==> config.mk <==
export PLATFORM = sky130hd
export DESIGN_NAME = msr_core
export DESIGN_NICKNAME = d
export VERILOG_FILES = /design/src/core/msr_pkg.sv /design/src/core/msr_core.sv
export VERILOG_INCLUDE_DIRS = /design/src /design/src/core
export SDC_FILE = /design/constraint.sdc
export NUM_CORES = 1
export LEC_CHECK = 0
export ABC_AREA = 1
export BUFFER_PORTS_ARGS = -buffer_cell sky130_fd_sc_hd__buf_2
export CAP_MARGIN = 40
export CORE_UTILIZATION = 45
export DETAILED_ROUTE_END_ITERATION = 16
export GPL_TIMING_DRIVEN = 0
export PLACE_DENSITY = 0.81
export SYNTH_ARGS = -nofsm -noshare
export SYNTH_HDL_FRONTEND = slang
export SYNTH_SLANG_ARGS = --single-unit
==> constraint.sdc <==
create_clock -name clock -period 1.91 [get_ports clock]
set_clock_uncertainty 0.15 [all_clocks]
set_input_delay 0.191 -clock clock [delete_from_list [all_inputs] [get_ports clock]]
set_output_delay 0.191 -clock clock [all_outputs]
set_load 0.02 [all_outputs]
==> src/core/msr_cfg.svh <==
// Purpose: constants for the memory sync and reservation unit
// Assumes: 32-bit words, 32-byte reservation granule
// Notes:   included by the core only
`ifndef MSR_CFG_SVH
`define MSR_CFG_SVH
`define MSR_GRANULE_BITS     5
`define MSR_WORD_ALIGN_BITS  2
`define MSR_TB_DIV           4
`define MSR_TB_DIV_W         2
`define MSR_BIT25_POS        6
`define MSR_TB_LOW_SEL       1'b0
`define MSR_TB_HIGH_SEL      1'b1
`define MSR_CLK_PERIOD_NS    100
`endif

==> src/core/msr_pkg.sv <==
// Purpose: types for the memory sync and reservation unit
// Assumes: used with msr_cfg.svh
// Notes:   operation codes and carrier structs
package msr_pkg;
    typedef enum logic [3:0] {
        MSR_OP_NONE, MSR_OP_LOAD_RSV, MSR_OP_STORE_COND, MSR_OP_FULL_BAR,
        MSR_OP_IO_BAR, MSR_OP_INSN_SYNC, MSR_OP_READ_TB, MSR_OP_BLOCK_CACHE
    } msr_op_e;
    typedef struct packed {
        msr_op_e     op;
        logic [31:0] addr;
        logic        record_bit;
        logic        tb_half;
        logic [31:0] store_data;
    } msr_req_s;
    typedef struct packed {
        logic [31:0] data;
        logic        cr0_valid;
        logic [3:0]  condition_field_zero;
        logic        align_exc;
        logic        invalid_form;
    } msr_rsp_s;
    typedef enum logic [2:0] {
        MSR_BUS_NONE, MSR_BUS_STORE_COND, MSR_BUS_FULL_BAR, MSR_BUS_IO_BAR, MSR_BUS_BLOCK
    } msr_bus_e;
    typedef struct packed {
        msr_bus_e    kind;
        logic [31:0] addr;
        logic [31:0] data;
        logic        bypass_l2;
    } msr_bus_s;
endpackage

==> src/core/msr_core.sv <==
// Contract
// RULE1 - reservation covers aligned 32-byte region
// RULE2 - write-through page never raises storage exception
// RULE3 - misaligned reserve or conditional store: alignment exception
// RULE4 - only conditional store valid with record bit
// RULE5 - every conditional store makes a bus transaction
// RULE6 - full barrier stalls later work, stops gathering
// RULE7 - full barrier waits earlier cache/bus activity
// RULE8 - broadcast enabled: barrier waits broadcast success
// RULE9 - barrier or reserve with record bit invalid
// RULE10 - time base halves read separately only
// RULE11 - time base counts at quarter bus clock
// RULE12 - decoder ignores instruction bit 25
// RULE13 - user mode may read both halves
// RULE14 - io barrier orders uncached/write-through accesses
// RULE15 - io barrier broadcast only when enabled
// RULE16 - io barrier bypasses L2 to bus unit
// RULE17 - noncacheable accesses never reordered
// RULE18 - no store gathering across io barrier
// RULE19 - insn sync flushes queue, waits, refetches
// RULE20 - insn sync ignores pending store queue
// RULE21 - L2 system performs queued refs before ack
// RULE22 - broadcast bit also broadcasts block cache ops
// RULE23 - conditional store succeeds only with reservation
//
// Purpose: barrier sequencing, reservation and time base for the core
// Assumes: bus clock equals clock; one request at a time, held until done
// Notes:   the pipeline asserts req_valid and waits for done
//          done is a one-cycle pulse; rsp holds until the next request
//          the response register loads every wait cycle, so waits never stale it
//          only the full barrier needs a good bus answer; others end on ack
//          the reservation lives here, not in the cache, so snoops cannot clear it
//          a misaligned reserve or conditional store never reaches the bus
//          the time base has no write path here
//          the opcode word is kept only for trace, with bit 25 masked off
`include "msr_cfg.svh"
`timescale 1ns/1ps
`default_nettype none
module msr_core
    import msr_pkg::*;
#(
    parameter int GRANULE_BITS = `MSR_GRANULE_BITS
) (
    // clock and reset
    input  wire logic        clock,
    input  wire logic        nrst,
    // request from pipeline
    input  wire logic        req_valid,
    input  wire msr_req_s    req,
    input  wire logic [31:0] insn_word,
    input  wire logic        user_mode,
    input  wire logic        page_write_through,
    // pipeline status
    // levels on the same clock, so no synchroniser stands in front of them
    input  wire logic        older_excp_pending,
    input  wire logic        older_mem_busy,
    input  wire logic        older_io_busy,
    input  wire logic        older_incomplete,
    input  wire logic        broadcast_enable_bit,
    input  wire logic        store_gather_en,
    input  wire logic [31:0] load_data,
    // answer to pipeline
    // handshake outputs are combinational from state, data ones registered
    output logic             done,
    output msr_rsp_s         rsp,
    output logic             stall_younger,
    output logic             gather_block,
    output logic             iq_flush,
    output logic             refetch,
    output logic             rsv_valid,
    output logic [31:0]      rsv_addr,
    output logic [63:0]      time_base,
    // external bus
    output logic             bus_valid,
    output msr_bus_s         bus_req,
    input  wire logic        bus_ack,
    input  wire logic        bus_ok
);
    // refuse granules finer than a word or wider than a page
    if (GRANULE_BITS < `MSR_WORD_ALIGN_BITS || GRANULE_BITS > 12) begin : g_bad_granule
        $error("msr_core: bad GRANULE_BITS");
    end

    typedef enum logic [2:0] {S_IDLE, S_WAIT, S_BUS, S_REFETCH, S_DONE} msr_state_e;
    msr_state_e state, next_state;

    logic [`MSR_TB_DIV_W-1:0] tb_div;
    logic [31:0]              opcode_seen;
    msr_rsp_s                 next_rsp;
    msr_bus_e                 bus_kind;

    // decode; bit 25 (lsb-index 6) masked so both read forms match
    wire [31:0] insn_norm   = insn_word & ~(32'h1 << `MSR_BIT25_POS); // RULE12
    // one-hot operation decode from the carrier
    wire        is_lr       = req.op == MSR_OP_LOAD_RSV;
    wire        is_sc       = req.op == MSR_OP_STORE_COND;
    wire        is_fb       = req.op == MSR_OP_FULL_BAR;
    wire        is_io       = req.op == MSR_OP_IO_BAR;
    wire        is_is       = req.op == MSR_OP_INSN_SYNC;
    wire        is_tb       = req.op == MSR_OP_READ_TB;
    wire        is_blk      = req.op == MSR_OP_BLOCK_CACHE;
    // form and alignment faults, checked before any bus work
    wire        misaligned  = (is_lr | is_sc) & (req.addr[`MSR_WORD_ALIGN_BITS-1:0] != 2'h0); // RULE3
    wire        bad_form    = (is_lr | is_fb) & req.record_bit; // RULE9
    wire        bad_sc      = is_sc & ~req.record_bit; // RULE4
    // write-through never adds an exception here
    wire        wt_ignored  = page_write_through & 1'b0; // RULE2
    // reservation match ignores the offset within the granule
    wire        rsv_hit     = rsv_valid &&
                              (rsv_addr[31:GRANULE_BITS] == req.addr[31:GRANULE_BITS]); // RULE1
    wire        sc_ok       = is_sc & rsv_hit & ~misaligned; // RULE23
    // divider pulse, one clock in four
    wire        tb_pulse    = tb_div == 2'(`MSR_TB_DIV - 1); // RULE11
    wire        start       = req_valid && state == S_IDLE;
    // barrier hold conditions; store queue drain is not among them,
    // so an insn sync never waits on pending stores
    wire        fb_wait     = is_fb & (older_mem_busy | older_excp_pending); // RULE6 RULE7
    wire        io_wait     = is_io & older_io_busy; // RULE14 RULE17
    wire        is_wait     = is_is & (older_incomplete | older_excp_pending); // RULE19 RULE20
    // bus work: every aligned conditional store, broadcasts when enabled
    wire        need_bus    = (is_sc & ~misaligned) | // RULE5
                              ((is_fb | is_io | is_blk) & broadcast_enable_bit); // RULE8 RULE15 RULE22
    // one 32-bit half per read, never the whole 64-bit count
    wire [31:0] tb_read     = req.tb_half ? time_base[63:32] : time_base[31:0]; // RULE10 RULE13
    // bus operation kind for the broadcast or the conditional store
    assign bus_kind = is_sc  ? MSR_BUS_STORE_COND :
                      is_fb  ? MSR_BUS_FULL_BAR   :
                      is_io  ? MSR_BUS_IO_BAR     :
                      is_blk ? MSR_BUS_BLOCK      : MSR_BUS_NONE;

    // sequencer
    // misaligned requests skip the bus and any wait
    // a refused barrier broadcast stays in the bus state and retries
    // refetch takes one cycle after the flush
    always_comb begin
        next_state = state;
        case (state)
            S_IDLE:    if (req_valid) next_state = S_WAIT;
            S_WAIT:    if (misaligned || bad_form || !(fb_wait || io_wait || is_wait))
                           next_state = misaligned ? S_DONE : (need_bus ? S_BUS : (is_is ? S_REFETCH : S_DONE));
            S_BUS:     if (bus_ack && (bus_ok || !is_fb)) next_state = S_DONE; // RULE8
            S_REFETCH: next_state = S_DONE; // RULE19
            S_DONE:    next_state = S_IDLE;
            default:   next_state = S_IDLE;
        endcase
    end

    // answer content
    // the cr0 result only means something for a recorded conditional store;
    // bit 1 of the field carries success
    always_comb begin
        next_rsp                      = '0;
        next_rsp.align_exc            = misaligned & ~wt_ignored;
        next_rsp.invalid_form         = bad_form | bad_sc; // RULE4 RULE9
        next_rsp.cr0_valid            = is_sc & req.record_bit & ~misaligned;
        next_rsp.condition_field_zero = {2'h0, sc_ok, 1'b0}; // RULE23
        next_rsp.data                 = is_tb ? tb_read : (is_lr ? load_data : 32'h0);
    end

    always_ff @(posedge clock) begin
        if (!nrst) state <= S_IDLE;
        else       state <= next_state;
    end

    // response register loaded on every wait cycle
    // rsp is held after done, so the pipeline may sample it late
    always_ff @(posedge clock) begin
        if (!nrst)                 rsp <= '0;
        else if (state == S_WAIT)  rsp <= next_rsp;
    end

    // reservation: set by reserved load, dropped by every aligned conditional store
    // a misaligned request or a reserve with the record bit leaves the reservation untouched
    // a failing conditional store still clears it
    always_ff @(posedge clock) begin
        if (!nrst) begin
            rsv_valid <= 1'b0;
            rsv_addr  <= 32'h0;
        end else if (state == S_WAIT && next_state != S_WAIT && !misaligned) begin
            if (is_lr && !bad_form) begin
                rsv_valid <= 1'b1; // RULE1
                rsv_addr  <= {req.addr[31:GRANULE_BITS], GRANULE_BITS'(0)};
            end else if (is_sc) begin
                rsv_valid <= 1'b0; // RULE23
            end
        end
    end

    // time base counter, one tick each fourth clock
    // the divider runs freely from reset, so ticks are evenly spaced
    // a 64-bit count does not wrap in any useful lifetime
    always_ff @(posedge clock) begin
        if (!nrst) begin
            tb_div    <= '0;
            time_base <= 64'h0;
        end else begin
            tb_div <= tb_div + 2'h1;
            if (tb_pulse) time_base <= time_base + 64'h1; // RULE11
        end
    end

    // opcode seen, kept for trace
    // nothing decodes it further; both read forms look alike here
    always_ff @(posedge clock) begin
        if (!nrst)      opcode_seen <= 32'h0;
        else if (start) opcode_seen <= insn_norm;
    end

    // bus request
    // loaded in the wait state, so it stands still while bus_valid is up
    // store data goes out only with a live reservation
    always_ff @(posedge clock) begin
        if (!nrst) bus_req <= '0;
        else if (state == S_WAIT) begin
            bus_req.kind      <= bus_kind;
            bus_req.addr      <= req.addr;
            bus_req.data      <= sc_ok ? req.store_data : 32'h0;
            bus_req.bypass_l2 <= is_io; // RULE16
        end
    end

    // handshake and pipeline controls
    // stall and gather block cover the whole request, done cycle included
    // the io barrier blocks gathering but does not stall younger work
    // iq_flush stands for the whole wait of an insn sync
    assign bus_valid     = state == S_BUS;
    assign done          = state == S_DONE;
    assign stall_younger = state != S_IDLE && (is_fb || is_is); // RULE6 RULE19
    assign gather_block  = store_gather_en && state != S_IDLE && (is_fb || is_io); // RULE6 RULE18
    assign iq_flush      = state == S_WAIT && is_is; // RULE19
    assign refetch       = state == S_REFETCH;

    // checks: each guards one rule at the logic that carries it out
    // the antecedents name the state, except in the time base tick and step, trace, refetch, reservation alignment, io bypass and bus hold checks
    // all run on the one clock and are off while reset is low
    AST_TB_QUARTER: assert property (@(posedge clock) disable iff (!nrst) // RULE11
        tb_pulse |=> !tb_pulse [*3]) else $error("time base ticks too often");
    AST_TB_STEP: assert property (@(posedge clock) disable iff (!nrst) // RULE11
        $past(tb_pulse) && $past(nrst) |-> time_base == $past(time_base) + 64'h1)
        else $error("time base step wrong");
    AST_SC_BUS: assert property (@(posedge clock) disable iff (!nrst) // RULE5
        state == S_WAIT && is_sc && !misaligned && next_state == S_BUS |=> bus_valid && bus_req.kind == MSR_BUS_STORE_COND)
        else $error("store conditional without bus cycle");
    AST_FB_WAIT: assert property (@(posedge clock) disable iff (!nrst) // RULE7
        state == S_WAIT && is_fb && !bad_form && older_mem_busy |=> state == S_WAIT)
        else $error("barrier passed busy memory");
    AST_FB_BCAST: assert property (@(posedge clock) disable iff (!nrst) // RULE8
        state == S_BUS && is_fb && !(bus_ack && bus_ok) |=> state == S_BUS)
        else $error("barrier done without broadcast");
    AST_IO_NOBC: assert property (@(posedge clock) disable iff (!nrst) // RULE15
        state == S_WAIT && is_io && !broadcast_enable_bit && next_state != S_WAIT |=> state == S_DONE)
        else $error("io barrier broadcast while disabled");
    AST_ALIGN: assert property (@(posedge clock) disable iff (!nrst) // RULE3
        state == S_WAIT && misaligned |=> state == S_DONE && rsp.align_exc)
        else $error("misaligned access not flagged");
    AST_SC_CLEAR: assert property (@(posedge clock) disable iff (!nrst) // RULE23
        state == S_WAIT && is_sc && !misaligned && next_state != S_WAIT |=> !rsv_valid)
        else $error("reservation kept after conditional store");
    AST_IS_FLUSH: assert property (@(posedge clock) disable iff (!nrst) // RULE19
        refetch |-> $past(state) == S_WAIT && $past(iq_flush))
        else $error("refetch without flush");
    AST_GATHER: assert property (@(posedge clock) disable iff (!nrst) // RULE18
        store_gather_en && state == S_WAIT && is_io |-> gather_block)
        else $error("gathering across io barrier");

    // the traced opcode never carries bit 25
    AST_BIT25: assert property (@(posedge clock) disable iff (!nrst) // RULE12
        opcode_seen[`MSR_BIT25_POS] == 1'b0) else $error("bit 25 reached the decoder");

    // the io barrier goes around the second-level cache
    AST_IO_BYPASS: assert property (@(posedge clock) disable iff (!nrst) // RULE16
        bus_valid && bus_req.kind == MSR_BUS_IO_BAR |-> bus_req.bypass_l2) else $error("io barrier sent via cache");

    // the io barrier waits for older uncached or write-through work
    AST_IO_WAIT: assert property (@(posedge clock) disable iff (!nrst) // RULE14
        state == S_WAIT && is_io && older_io_busy |=> state == S_WAIT) else $error("io barrier passed busy io");

    // with broadcast on, the io barrier becomes a bus operation
    AST_IO_BC: assert property (@(posedge clock) disable iff (!nrst) // RULE15
        state == S_WAIT && is_io && broadcast_enable_bit && !older_io_busy |=> bus_valid && bus_req.kind == MSR_BUS_IO_BAR)
        else $error("io barrier not broadcast");

    // insn sync holds while older work may still fault or complete
    AST_IS_WAIT: assert property (@(posedge clock) disable iff (!nrst) // RULE19
        state == S_WAIT && is_is && (older_incomplete || older_excp_pending) |=> state == S_WAIT)
        else $error("insn sync passed older work");

    // insn sync goes on although stores are still pending
    AST_IS_NOSTQ: assert property (@(posedge clock) disable iff (!nrst) // RULE20
        state == S_WAIT && is_is && !older_incomplete && !older_excp_pending |=> state == S_REFETCH)
        else $error("insn sync waited on the store queue");

    // barrier or reserve with the record bit is an invalid form
    AST_FORM: assert property (@(posedge clock) disable iff (!nrst) // RULE9
        state == S_WAIT && bad_form |=> rsp.invalid_form) else $error("invalid form not flagged");

    // conditional store without the record bit leaves the field undefined
    AST_SC_FORM: assert property (@(posedge clock) disable iff (!nrst) // RULE4
        state == S_WAIT && is_sc && !req.record_bit |=> rsp.invalid_form && !rsp.cr0_valid)
        else $error("unrecorded store conditional accepted");

    // block cache operations are broadcast when enabled
    AST_BLK_BC: assert property (@(posedge clock) disable iff (!nrst) // RULE22
        state == S_WAIT && is_blk && broadcast_enable_bit |=> bus_valid && bus_req.kind == MSR_BUS_BLOCK)
        else $error("block operation not broadcast");

    // a held reservation always names the start of a granule
    AST_RSV_ALIGN: assert property (@(posedge clock) disable iff (!nrst) // RULE1
        rsv_valid |-> rsv_addr[GRANULE_BITS-1:0] == '0) else $error("reservation not granule aligned");

    // a write-through page adds no fault of its own
    AST_WT: assert property (@(posedge clock) disable iff (!nrst) // RULE2
        state == S_WAIT && page_write_through && !misaligned && next_state != S_WAIT |=> !rsp.align_exc)
        else $error("write-through page faulted");

    // the upper half read returns the count as it stood
    AST_TB_HIGH: assert property (@(posedge clock) disable iff (!nrst) // RULE10
        state == S_WAIT && is_tb && req.tb_half |=> {32'h0, rsp.data} == ($past(time_base) >> 32))
        else $error("upper time base half wrong");

    // a bus request stands unchanged until acknowledged
    AST_BUS_HOLD: assert property (@(posedge clock) disable iff (!nrst) // RULE5
        bus_valid && !bus_ack |=> bus_valid && $stable(bus_req)) else $error("bus request dropped early");

    // scenario covers
    COV_SC: cover property (@(posedge clock) disable iff (!nrst) state == S_BUS && is_sc && bus_ack);
    COV_IO: cover property (@(posedge clock) disable iff (!nrst) bus_valid && bus_req.kind == MSR_BUS_IO_BAR && bus_ack);
    COV_FB: cover property (@(posedge clock) disable iff (!nrst) state == S_BUS && is_fb && bus_ack && bus_ok);
    COV_IS: cover property (@(posedge clock) disable iff (!nrst) refetch);
    COV_TB: cover property (@(posedge clock) disable iff (!nrst) done && is_tb);
endmodule
`default_nettype wire

==> metrics list, run 1 <==
- STA classifies the critical path startpoint as a register.
- Violations in the final reports: negative setup slack
- Starting density of the core: 45.9%
* MaxCap Viol Count: 0
- Across all setup checks in the final design, the least slack found is -319 ps.
- The flow ran to the end, but the final reports show violations.
- The die covers 22800 um2.
* Layout overhead on the synthesized area: 50.6%
- The cell that appears most often on the critical path is sky130_fd_sc_hd__nand2_1.
* Number of storage elements in the synthesis netlist: 201
* Register-to-Register Setup Slack: -320 ps
- In the routed design, unresolved DRC markers number 0.
* Critical path required time: 2200 ps
- After detailed routing, the total wire length is 48400 um.
- Placer's final routability congestion estimate: 1.02
* Portion of the post-synthesis area used by sequential elements: 40.3%
* Post-Place Cells: 2090
* Total clock buffers created by CTS: 23
- Summed over all instances, the cell type with the most area after synthesis is sky130_fd_sc_hd__dfxtp_1.
- Endpoint arrival time on the critical path: 2520 ps
* Share of flip-flops with an asynchronous set or reset: 0%
- In this run the number of H-tree levels came out at 1.
- Across all layers, the routed design uses 13137 vias.
- The path class of the tightest hold or removal check is in2reg.
* Transition time at the pin with the least slew margin: 954 ps
- Leading post-synthesis cells by cell area: sky130_fd_sc_hd__dfxtp_1 (40%), sky130_fd_sc_hd__nand2_1 (13%), sky130_fd_sc_hd__nor2_1 (8.6%)
- The clock reaches the later pin of the worst-skew pair after 530 ps.
* Wire length of the first global-routing pass: 64600 um
* Cell variety after synth: 43
- Initial antenna violation count: 4
- In this run the cell area of the synthesized design comes to 9980 um2.
- TritonRoute pass-1 iters: 6
- Dividing total power by cell area gives a power density of 732 nW/um2.
- Entering global routing, the biggest net connects 15 pins.
- Average via count per standard cell: 5.75
- Largest stage delay, worst path: 430 ps
- STA classifies the critical path endpoint as a register.
- The initialized floorplan defines 54 standard-cell rows.
- Walking the worst path, the cells encountered are inv_1 > nand2_1 > nand4_1 > nor2_1 > nand2_1 > nor2_4 > buf_12 > buf_6 > nand3_4 > a21oi_2.
- The count of nets left with antenna violations once routing finished came out at 0.
* Number of global-route vias before repair: 11893
- Worst reg2reg path startpoint: rsv_addr[18]
- Total I/O pin count: 357
- Mapped Cells: 1490
- No sink is reached through more buffers than the 3 on the longest clock path.
* Setup Viol. Count Final: 34
- Post-detailed-placement half-perimeter wirelength: 31100 um
* Non-filler cells in the finished layout: 2285
- Pins over their slew limit: 0
- For this run, the top clock speed supported by timing is 449 MHz.
- The synthesized design contains 0 enable-type register cells.
- Final critical-path required period: 2230 ps
* Core Box Area: 21800 um2
- IR Drop Worst-Case VDD: 0.000805 V
- The final critical path takes up 117% of the cycle.
- Measured in cells, the most critical reg-to-reg path has a length of 10.
- A synthesized cell averages 6.70 um2.
- Number of violations reported at the end of detailed-routing iteration 0: 1232
* Finished Core Util: 69.1%
* PortBufs: 312
- Count of clock tree sinks: 201
- Crit Reg-Reg Endpoint: bus_req[5]
- CP Max Fanout: 8
- Routed wire length per instance: 21.2 um
* Worst Hold Endpoint: state[2]
- Critical hold path startpoint: bus_ok
* Area fraction of the dominant cell type after synthesis: 40.3%
* Flip-flop cell with the highest count after synthesis: sky130_fd_sc_hd__dfxtp_1
- Endpoints failing hold: 0
- Setup repair after global routing missed its margin: yes
- Yosys printed 0 warnings.
* Setup Total Neg Slack: -5920 ps
- Die X: 151 um
- The setup path with the least slack is of type reg2reg.
* Count of cells along the worst hold path: 5
- Global-route usage over all layers: 37.4%
- Final-stage net count: 2131
* Layout cells sized above 1: 31.4%
- Clock-pin slew was measured on the worst setup and hold paths at 70 ps.
* CTS tree: done
- The analysis attributes to cell leakage a power of 6.93 nW.
* Height of the die: 151 um
- Headroom to the max-slew limit came out at 35.9%.
- After global routing the overflow that remains totals 0.
- Slowest CP cell: sky130_fd_sc_hd__dfxtp_1
- The tree is rooted in a sky130_fd_sc_hd__clkbuf_16.
-- repair_timing --
item | 4_1_cts | 5_1_grt
hold buffers | 107 | 0
gates cloned | 2 | 4
setup endpoints to repair | 119 | 153
resized for setup | 106 | 164
pin swaps | 9 | 45
hold endpoints to repair | 130 | 0
setup buffers | 12 | 24
-- power by group --
group | switching [mW] | internal (mW)
sequential | 0.125 | 4.37
clock | 1.91 | 2.85
combinational | 1.12 | 0.630
-- flip-flops by register name (all words and copies together), names as in the netlist --
name,flops
bus_req,68
rsp,36
rsv_addr,27
rsv_valid,1
state,3
tb_div,2
time_base,64
-- stage by stage --
stage | total power, mW | cell area, um2 | hold slack [ps] | setup WS, ps
2_1_floorplan | 5.38 | 10000 | 169 | 53.7
3_3_place_gp | 5.94 | 11900 | 258 | -451
3_5_place_dp | 5.97 | 11900 | 279 | -471
4_1_cts | 10.8 | 14200 | 10.8 | -94.1
5_1_grt | 11.3 | 15000 | 45.2 | -326
6_report | 11.0 | 15000 | 22.4 | -319
-- cells in the mapped netlist, types with 9 or more instances --
cell and number:
sky130_fd_sc_hd__clkbuf_1 36, sky130_fd_sc_hd__nor2_1 229, sky130_fd_sc_hd__a21oi_1 87, sky130_fd_sc_hd__buf_4 14, sky130_fd_sc_hd__nand3_1 115, sky130_fd_sc_hd__xor2_1 9
sky130_fd_sc_hd__buf_2 18, sky130_fd_sc_hd__inv_1 173, sky130_fd_sc_hd__o21ai_0 70, sky130_fd_sc_hd__nand2_1 337, sky130_fd_sc_hd__nand4_1 29, sky130_fd_sc_hd__dfxtp_1 201
sky130_fd_sc_hd__o211ai_1 61, sky130_fd_sc_hd__xnor2_1 10, sky130_fd_sc_hd__nor3_1 35
-- final cells by class --
cell class,instances,area [um2]
Multi-Input combinational cell,1045,5610
Clock buffer,28,614
Fill cell,1691,6720
Buffer,75,454
Inverter,176,662
Clock inverter,13,184
Sequential cell,201,4120
Antenna cell,7,17.5
Timing Repair Buffer,460,3020
Tap cell,280,350
-- cells in the final DEF (no fill, tap or decap), types with 24 or more instances in the layout --
master / n
sky130_fd_sc_hd__nor2_2: 24
sky130_fd_sc_hd__buf_4: 48
sky130_fd_sc_hd__dlygate4sd3_1: 105
sky130_fd_sc_hd__a21oi_1: 69
sky130_fd_sc_hd__inv_1: 170
sky130_fd_sc_hd__nand2_1: 321
sky130_fd_sc_hd__buf_2: 322
sky130_fd_sc_hd__clkbuf_16: 24
sky130_fd_sc_hd__dfxtp_1: 155
sky130_fd_sc_hd__o211ai_1: 61
sky130_fd_sc_hd__nand3_1: 92
sky130_fd_sc_hd__nor3_1: 25
sky130_fd_sc_hd__o21ai_0: 64
sky130_fd_sc_hd__clkbuf_1: 34
sky130_fd_sc_hd__nor2_1: 188
sky130_fd_sc_hd__nand4_1: 29
sky130_fd_sc_hd__nor2_4: 29
sky130_fd_sc_hd__dfxtp_2: 31
-- layer usage --
layer | up-vias | part of all wire (%) | wire length [um] | track usage [%]
li1 | 5816 | - | - | -
met1 | 6011 | 34 | 16500 | 41.9
met2 | 974 | 45 | 21900 | 62.5
met3 | 336 | 11 | 5410 | 7.89
met4 | 0 | 9.4 | 4560 | 27.8
met5 | - | 0 | 0 | 0
-- worst max-delay path, delay by kind of cell, from the launching register on --
kind            cells  cell delay [ps]
flops               1              430
simple gates        6              890
compound gates      1              180
buf+inv             3              480
-- logic make-up (layout without fill, tap and decap cells) --
family                   count (synthesis)  in the layout  synth area share [%]
flip-flops                             201            201                  40.3
AO/OA/AOI/OAI                          232            232                  13.4
multiplexers                             1              1                 0.113
buffers and inverters                  251            752                  10.4
AND/OR/NAND/NOR                        783            783                  33.8
XOR/XNOR                                19             19                  1.67
adder cells (fa/ha/maj)                  2              2                 0.251
other                                    1             15                0.0376
-- how the worst max path moves through the flow --
stage / startpoint / to / slack, ps / cells past startpoint
after floorplan: time_base[0] / time_base[54] / 50 / 10
after global placement: time_base[10] / time_base[54] / -450 / 9
after detailed placement: time_base[8] / time_base[54] / -470 / 9
after CTS: state[0] / iq_flush / -90 / 6
after global routing: rsv_addr[18] / bus_req[6] / -330 / 10
final: rsv_addr[18] / bus_req[5] / -320 / 10
Note: power is estimated with default switching activity, not from simulation.
==> inputs of run 2 (changes only) <==
--- a/config.mk
+++ b/config.mk
@@ -10,7 +10,9 @@
 export BUFFER_PORTS_ARGS = -buffer_cell sky130_fd_sc_hd__buf_2
-export CAP_MARGIN = 40
-export CORE_UTILIZATION = 45
+export CAP_MARGIN = 15
+export CELL_PAD_IN_SITES_DETAIL_PLACEMENT = 1
+export CELL_PAD_IN_SITES_GLOBAL_PLACEMENT = 1
+export CORE_UTILIZATION = 34
 export DETAILED_ROUTE_END_ITERATION = 16
 export GPL_TIMING_DRIVEN = 0
-export PLACE_DENSITY = 0.81
+export PLACE_DENSITY = 0.88
 export SYNTH_ARGS = -nofsm -noshare
--- a/constraint.sdc
+++ b/constraint.sdc
@@ -4,2 +4,2 @@
 set_output_delay 0.191 -clock clock [all_outputs]
-set_load 0.02 [all_outputs]
+set_load 0.005 [all_outputs]
==> run 2 against run 1 <==
  * The run still ends with negative setup slack left
  * Sequential share of layout area fell by 0.13 points
  * Core utilization down 16 points
  * Register-to-register slack improved by 40 ps
  * Sequential cell count unchanged
  * Die area is 32% higher
  * Setup slack improved by 37 ps
  * Final cell count grew 4.6%
  * Global-route usage down 1.5 points
  * Sequential power rose by 0.9%
  * Largest power group unchanged
==> metrics list, run 2 (same netlist as run 1, synthesis figures left out) <==
- The flow ran to the end, but the final reports show violations.
* Violations in the final reports: negative setup slack
* Die X: 173 um
* Number of nets still failing antenna checks after routing: 0
- The clock drives 201 sinks.
- Setup Total Neg Slack: -6070 ps
* Height of the die: 173 um
- The floorplan has 62 rows.
* Endpoints failing hold: 0
- The largest registers in the layout are bus_req: 68 flops, time_base: 64 flops, rsp: 36 flops.
- The routed layout has 13923 vias.
* Most flop-heavy register: bus_req
- In the routed layout, each cell is associated on average with a via count of 5.82.
* Non-filler cells in the finished layout: 2391
- The max-slew violation count was 0.
- CP Max Fanout: 10
- MaxCap Viol Count: 0
- Wire length of the first global-routing pass: 83700 um
- Starting density of the core: 34.7%
- Core Box Area: 28800 um2
- Number of DRC violations after detailed routing: 0
- Counting the buffers created by CTS gives 23.
- Timing analysis after detailed placement gives a worst setup slack of -518 ps.
* Maximum level of the CTS H-tree: 1
- Slew HR: 25.9%
- The critical path is of the reg2reg type.
- Setup repair after global routing could not meet its margin everywhere.
- Kind of path behind the tightest hold check: in2reg
- Clock latency at the later pin of the worst-skew pair: 530 ps
- The first detailed-routing pass took 8 iterations.
- In this run the count of I/O pins placed on the die edge is 357.
* Type of origin of the critical path: register
- Standby leakage power: 7.02 nW
- The wire-length estimate of the detail-placed layout is 36400 um.
- Leaving out fill and tap cells, the most frequent cells in the layout are sky130_fd_sc_hd__buf_2 (325), sky130_fd_sc_hd__nand2_1 (315), sky130_fd_sc_hd__nor2_1 (184).
- The library cell used most frequently in the layout, excluding fill and tap cells, is sky130_fd_sc_hd__buf_2.
* Initial antenna violation count: 5
- Max FFs per register: 68
- Total power for the finished layout comes to 10.9 mW.
- PortBufs: 312
- Global routing used 35.9% of the available tracks.
- Setup Viol. Count Final: 48
- Placer's final routability congestion estimate: 0.969
- Static timing analysis puts the maximum clock frequency at 456 MHz.
- In this run the deepest clock path goes through 3 buffers.
- IR Drop Worst-Case VDD: 0.000720 V
* Filler Cells Inserted: 3630
- Number of global-route vias before repair: 14278
* Endpoint arrival time on the critical path: 2450 ps
- Number of violations reported at the end of detailed-routing iteration 0: 1440
- Layout cells sized above 1: 32.2%
* Total Die Area: 30100 um2
- Post-Place Cells: 2193
- The area growth from synthesis to layout is 51.9%.
- For this block, the routed nets add up to 62000 um of wire.
* CTS root buf: sky130_fd_sc_hd__clkbuf_16
* Kind of end point of the critical path: register
* Routed wire length per instance: 25.9 um
- The worst path in the final design needs a cycle of 2190 ps, including I/O delays and setup.
- CTS tree: done
* Total congestion overflow after global routing: 0
- Once routing completed, OpenROAD measured the worst setup slack at -282 ps.
- Clock transition at the registers of the reported paths: 70 ps
* Finished Core Util: 52.7%
* Final-stage net count: 2135
* Cell area power density: 721 nW/um2
- For the worst setup path, the data required time is 2170 ps.
* Transition time at the pin with the least slew margin: 1110 ps
- Entering global routing, the biggest net connects 13 pins.
* Final period util: 115%
## run 2: changes by cell type in the layout (fill, tap and decap cells not counted), sizes merged
cell          previous run  this run
buf                    395       394
clkinv                   6         4
clkbuf                  63        72
diode                    7         6
bufinv                   4         2
dlymetal6s4s             0         2
inv                    177       174
## run 2: report_power, final
part | internal, mW | switching, mW
logic | 0.643 | 1.03
clock network | 2.71 | 2.02
registers | 4.37 | 0.162
total | 7.73 | 3.21
## run 2: repair_timing
| action | in CTS | in global routing |
|---|---|---|
| endpoints found under the setup margin | 152 | 135 |
| endpoints found under the hold margin | 130 | 0 |
| setup buffers | 16 | 25 |
| pin swaps | 16 | 37 |
| gates cloned | 2 | 2 |
| hold buffers | 107 | 0 |
| gates resized for setup | 135 | 152 |
## run 2: area by class of cell
cell class / instances / area [um2] / share of cell area (%)
Antenna cell: 6 / 15.0 / 0.0990
Multi-Input combinational cell: 1045 / 5600 / 36.9
Inverter: 176 / 668 / 4.40
Tap cell: 384 / 480 / 3.17
Sequential cell: 201 / 4140 / 27.3
Buffer: 75 / 459 / 3.03
Clock buffer: 34 / 677 / 4.46
Timing Repair Buffer: 464 / 3050 / 20.1
Clock inverter: 6 / 82.6 / 0.544
## run 2: worst max-delay path: stages (launching register included)
cell,delay (ps)
sky130_fd_sc_hd__dfxtp_1,480
sky130_fd_sc_hd__inv_1,170
sky130_fd_sc_hd__nand2_1,110
sky130_fd_sc_hd__o211ai_1,130
sky130_fd_sc_hd__nor2_2,160
sky130_fd_sc_hd__nand3_2,100
sky130_fd_sc_hd__nor2_4,150
sky130_fd_sc_hd__buf_12,140
sky130_fd_sc_hd__buf_6,160
sky130_fd_sc_hd__nand3_1,100
sky130_fd_sc_hd__a21oi_1,220
## run 2: worst paths after layout
path | from | end | slack [ps] | depth (start not counted)
setup / recovery | rsv_addr[6] | bus_req[20] | -280 | 10
hold / removal | load_data[13] | rsp[20] | 50 | 5
setup reg to reg | rsv_addr[6] | bus_req[20] | -280 | 10
hold reg to reg | bus_req[28] | bus_req[28] | 340 | 2
## run 2: per-layer routing
layer  GRT usage, %  wire length [um]  vias up
met3           7.43              5610      386
met4           23.9              5280        0
met5              0                 0        -
met2           62.3             29300      986
li1               -                 -     5818
met1           39.6             21800     6733
## run 2: per-stage QoR
step           instance area, um2  hold slack, ps
2_1_floorplan               10000             169
4_1_cts                     14400            10.1
6_report                    15200            50.2
5_1_grt                     15200            90.3
3_3_place_gp                12100             257
3_5_place_dp                12100             282
==> inputs of run 3 (changes only) <==
- CELL_PAD_IN_SITES_DETAIL_PLACEMENT: 1 -> default
- CELL_PAD_IN_SITES_GLOBAL_PLACEMENT: 1 -> default
- CORE_UTILIZATION: 34 -> 30
- PLACE_DENSITY: 0.88 -> 0.61
==> run 3 against run 2 <==
  * The flow still finishes with violations (negative setup slack)
  * Sequential power fell by 1%
  * Via count fell by 14%
  * Final cell count rose by 2.4%
  * Core utilization fell by 6.1 points
  * Sequential cell count did not move
  * Count of clock-buffer cells in the layout rose by 7
  * Setup slack improved by 150 ps
  * Maximum frequency rose by 7.5%
  * First-iteration DRC count fell by 41%
  * Routed wire length fell by 26%
  * Clock power rose by 6.1%
  * Critical endpoint is now iq_flush
  * Largest cell class unchanged
  * Highest routed layer is now met5
==> metrics list, run 3 (same netlist as run 1, synthesis figures left out) <==
- The flow ran to the end, but the final reports show violations.
- Violations in the final reports: negative setup slack
* Most frequent cells in the layout: sky130_fd_sc_hd__buf_2 (324), sky130_fd_sc_hd__nand2_1 (310), sky130_fd_sc_hd__nor2_1 (186)
- The number of global-route vias before repair is 11428.
- Most common library cell in the layout ignoring fill and taps: sky130_fd_sc_hd__buf_2
- In the final layout, flip-flops and latches occupy 4130 um2.
- Maximum number of pins on one net before global-route repair: 15
- Count of clock tree sinks: 201
* Routed wire length per instance: 18.6 um
- From synthesis to final layout, the design area changed by 52.3%.
- Type of origin of the critical path: register
* Endpoint arrival time on the critical path: 1700 ps
- The critical path goes through nor3_4 > clkinv_2 > clkbuf_16 > nor2_4 > buf_6.
- Total clock buffers created by CTS: 26
* Starting density of the core: 30.6%
- TritonCTS built the clock tree.
* Total congestion overflow after global routing: 0
- The design draws 11.0 mW.
* Maximum level of the CTS H-tree: 1
* Wire length of the first global-routing pass: 66200 um
- Cell area reported after detailed placement: 12100 um2
- For this run, the slowest stage of the critical path takes 340 ps.
* Met1 track demand over resource: 30.1%
- For this run, the top clock speed supported by timing is 491 MHz.
- For this block, the via count after detailed routing is 11986.
- Slowest CP cell: sky130_fd_sc_hd__dfxtp_2
* Height of the die: 184 um
* Core Box Area: 32600 um2
* Non-filler cells in the finished layout: 2449
* IR Drop Worst-Case VDD: 0.000797 V
- Setup repair after global routing missed its margin: yes
- Setup violations remaining at the end of the flow were counted as 9.
- Measured against its own limit, the worst slew margin works out to 33.3%.
- The global routing stage identified its most utilized layer as met2.
- Cell area power density: 721 nW/um2
- For this block, the initial DRC count from the detailed router was 850.
- Post-layout worst setup margin: -128 ps
- Start point of the critical path: state[1]
- Critical hold path startpoint: req[66]
- PortBufs: 312
- The routed design has 45600 um of wire.
- The max-slew violation count came to 0.
* Top flop regs: bus_req: 68 flops, time_base: 64 flops, rsp: 36 flops
- The path class of the tightest hold or removal check is in2reg.
* Number of nets still failing antenna checks after routing: 0
- For this run, design rule violations remaining after detail routing come to 0.
* Kind of end point of the critical path: output port
* Worst reg2reg path startpoint: state[1]
- Dividing the detail-routed via count by the number of cells gives 4.89.
* Initial antenna violation count: 1
- Standby leakage power: 7.13 nW
* Max FFs per register: 68
- In this run the count of I/O pins placed on the die edge is 357.
- Buf/Inv on CP: 3
- Critical path's top delay family: buffers and inverters
- CTS max path bufs: 3
- Final critical-path required period: 2040 ps
- Across the run, the number of max-cap violations was 0.
- Ranked by flip-flop count, first place goes to bus_req.
- Fill cells in the final layout number 3269.
* Layout cells sized above 1: 30.8%
- The multi-input combinational cells in the finished layout cover a total of 5510 um2.
* Die X: 184 um
- Along the worst path, the maximum fanout reaches 3.
- Clock transition at the registers of the reported paths: 60 ps
- Post-Place Cells: 2251
- # diodes: 0
* GR met3 Demand/Resource: 6.13%
- At the worst endpoint, the required time is 1570 ps.
- Clock latency at the later pin of the worst-skew pair: 560 ps
- Row Count: 66
- Global-route usage over all layers: 25.8%
- Total Die Area: 34000 um2
- The wire-length estimate of the detail-placed layout is 34000 um.
* Final period util: 107%
- Before antenna repair, the detailed router went through 5 iterations.
- Met2 Track Usage GR: 45.1%
* Setup Crit Path Kind: reg2out
* CTS root buf: sky130_fd_sc_hd__clkbuf_16
* Final-stage net count: 2136
- The final hold violation count came to 0.
- After routing the design area is 15200 um2.
- For the pin with the worst max-slew slack, the measured transition is 993 ps.
- The congestion estimate from routability-driven global placement came to 0.930.
-- run 3: worst register-to-register path, stage by stage, from the launching register on --
cell and delay [ps]:
sky130_fd_sc_hd__dfxtp_2 340, sky130_fd_sc_hd__nor3_4 240, sky130_fd_sc_hd__buf_4 200, sky130_fd_sc_hd__nand3_1 80, sky130_fd_sc_hd__nor2_1 90, sky130_fd_sc_hd__nand2_1 100, sky130_fd_sc_hd__nor2_4 230, sky130_fd_sc_hd__buf_6 190
sky130_fd_sc_hd__nand3_1 90, sky130_fd_sc_hd__a21oi_1 150
-- run 3: layout make-up --
class	count	area share [%]
Tap cell	442	3.64
Timing Repair Buffer	462	19.7
Buffer	75	3.16
Inverter	176	4.35
Clock buffer	41	4.98
Clock inverter	7	0.749
Sequential cell	201	27.2
Multi-Input combinational cell	1045	36.3
-- run 3: what timing repair did --
action,in CTS,in global routing
pin swaps,11,39
cloned,0,1
resized for setup,136,130
endpoints found under the hold margin,133,1
setup buffers,10,31
endpoints found under the setup margin,152,145
hold buffers,109,1
-- run 3: power breakdown --
group          internal, mW  total (mW)  leakage (nW)  switching [mW]
combinational         0.655        1.47          5.04           0.813
clock                  3.00        5.02         0.424            2.03
sequential             4.37        4.48          1.66           0.109
-- run 3: per-stage QoR --
step,setup slack (ps),setup TNS [ps],utilization (%),hold WS [ps]
floorplan,191,0,-,169
global placement,-584,-41470,37.2,256
detailed placement,-560,-43620,37.2,266
CTS,-202,-3110,44.7,39.3
global route,-184,-4140,46.6,62.2
finish,-128,-379,46.6,38.9
-- run 3: layer usage --
metal  vias up  part of all wire (%)
met1      5569                    39
met2       507                    49
met4         2                   3.9
li1       5815                     -
met5         -                 0.024
met3        93                   8.2
-- run 3: path summary, 6_finish.rpt --
| path | endpoint | slack [ps] | depth (start not counted) |
|---|---|---|---|
| hold reg to reg | tb_div[0] | 290 | 1 |
| setup / recovery | iq_flush | -130 | 5 |
| setup reg to reg | bus_req[31] | -30 | 9 |
| hold / removal | rsp[0] | 40 | 5 |
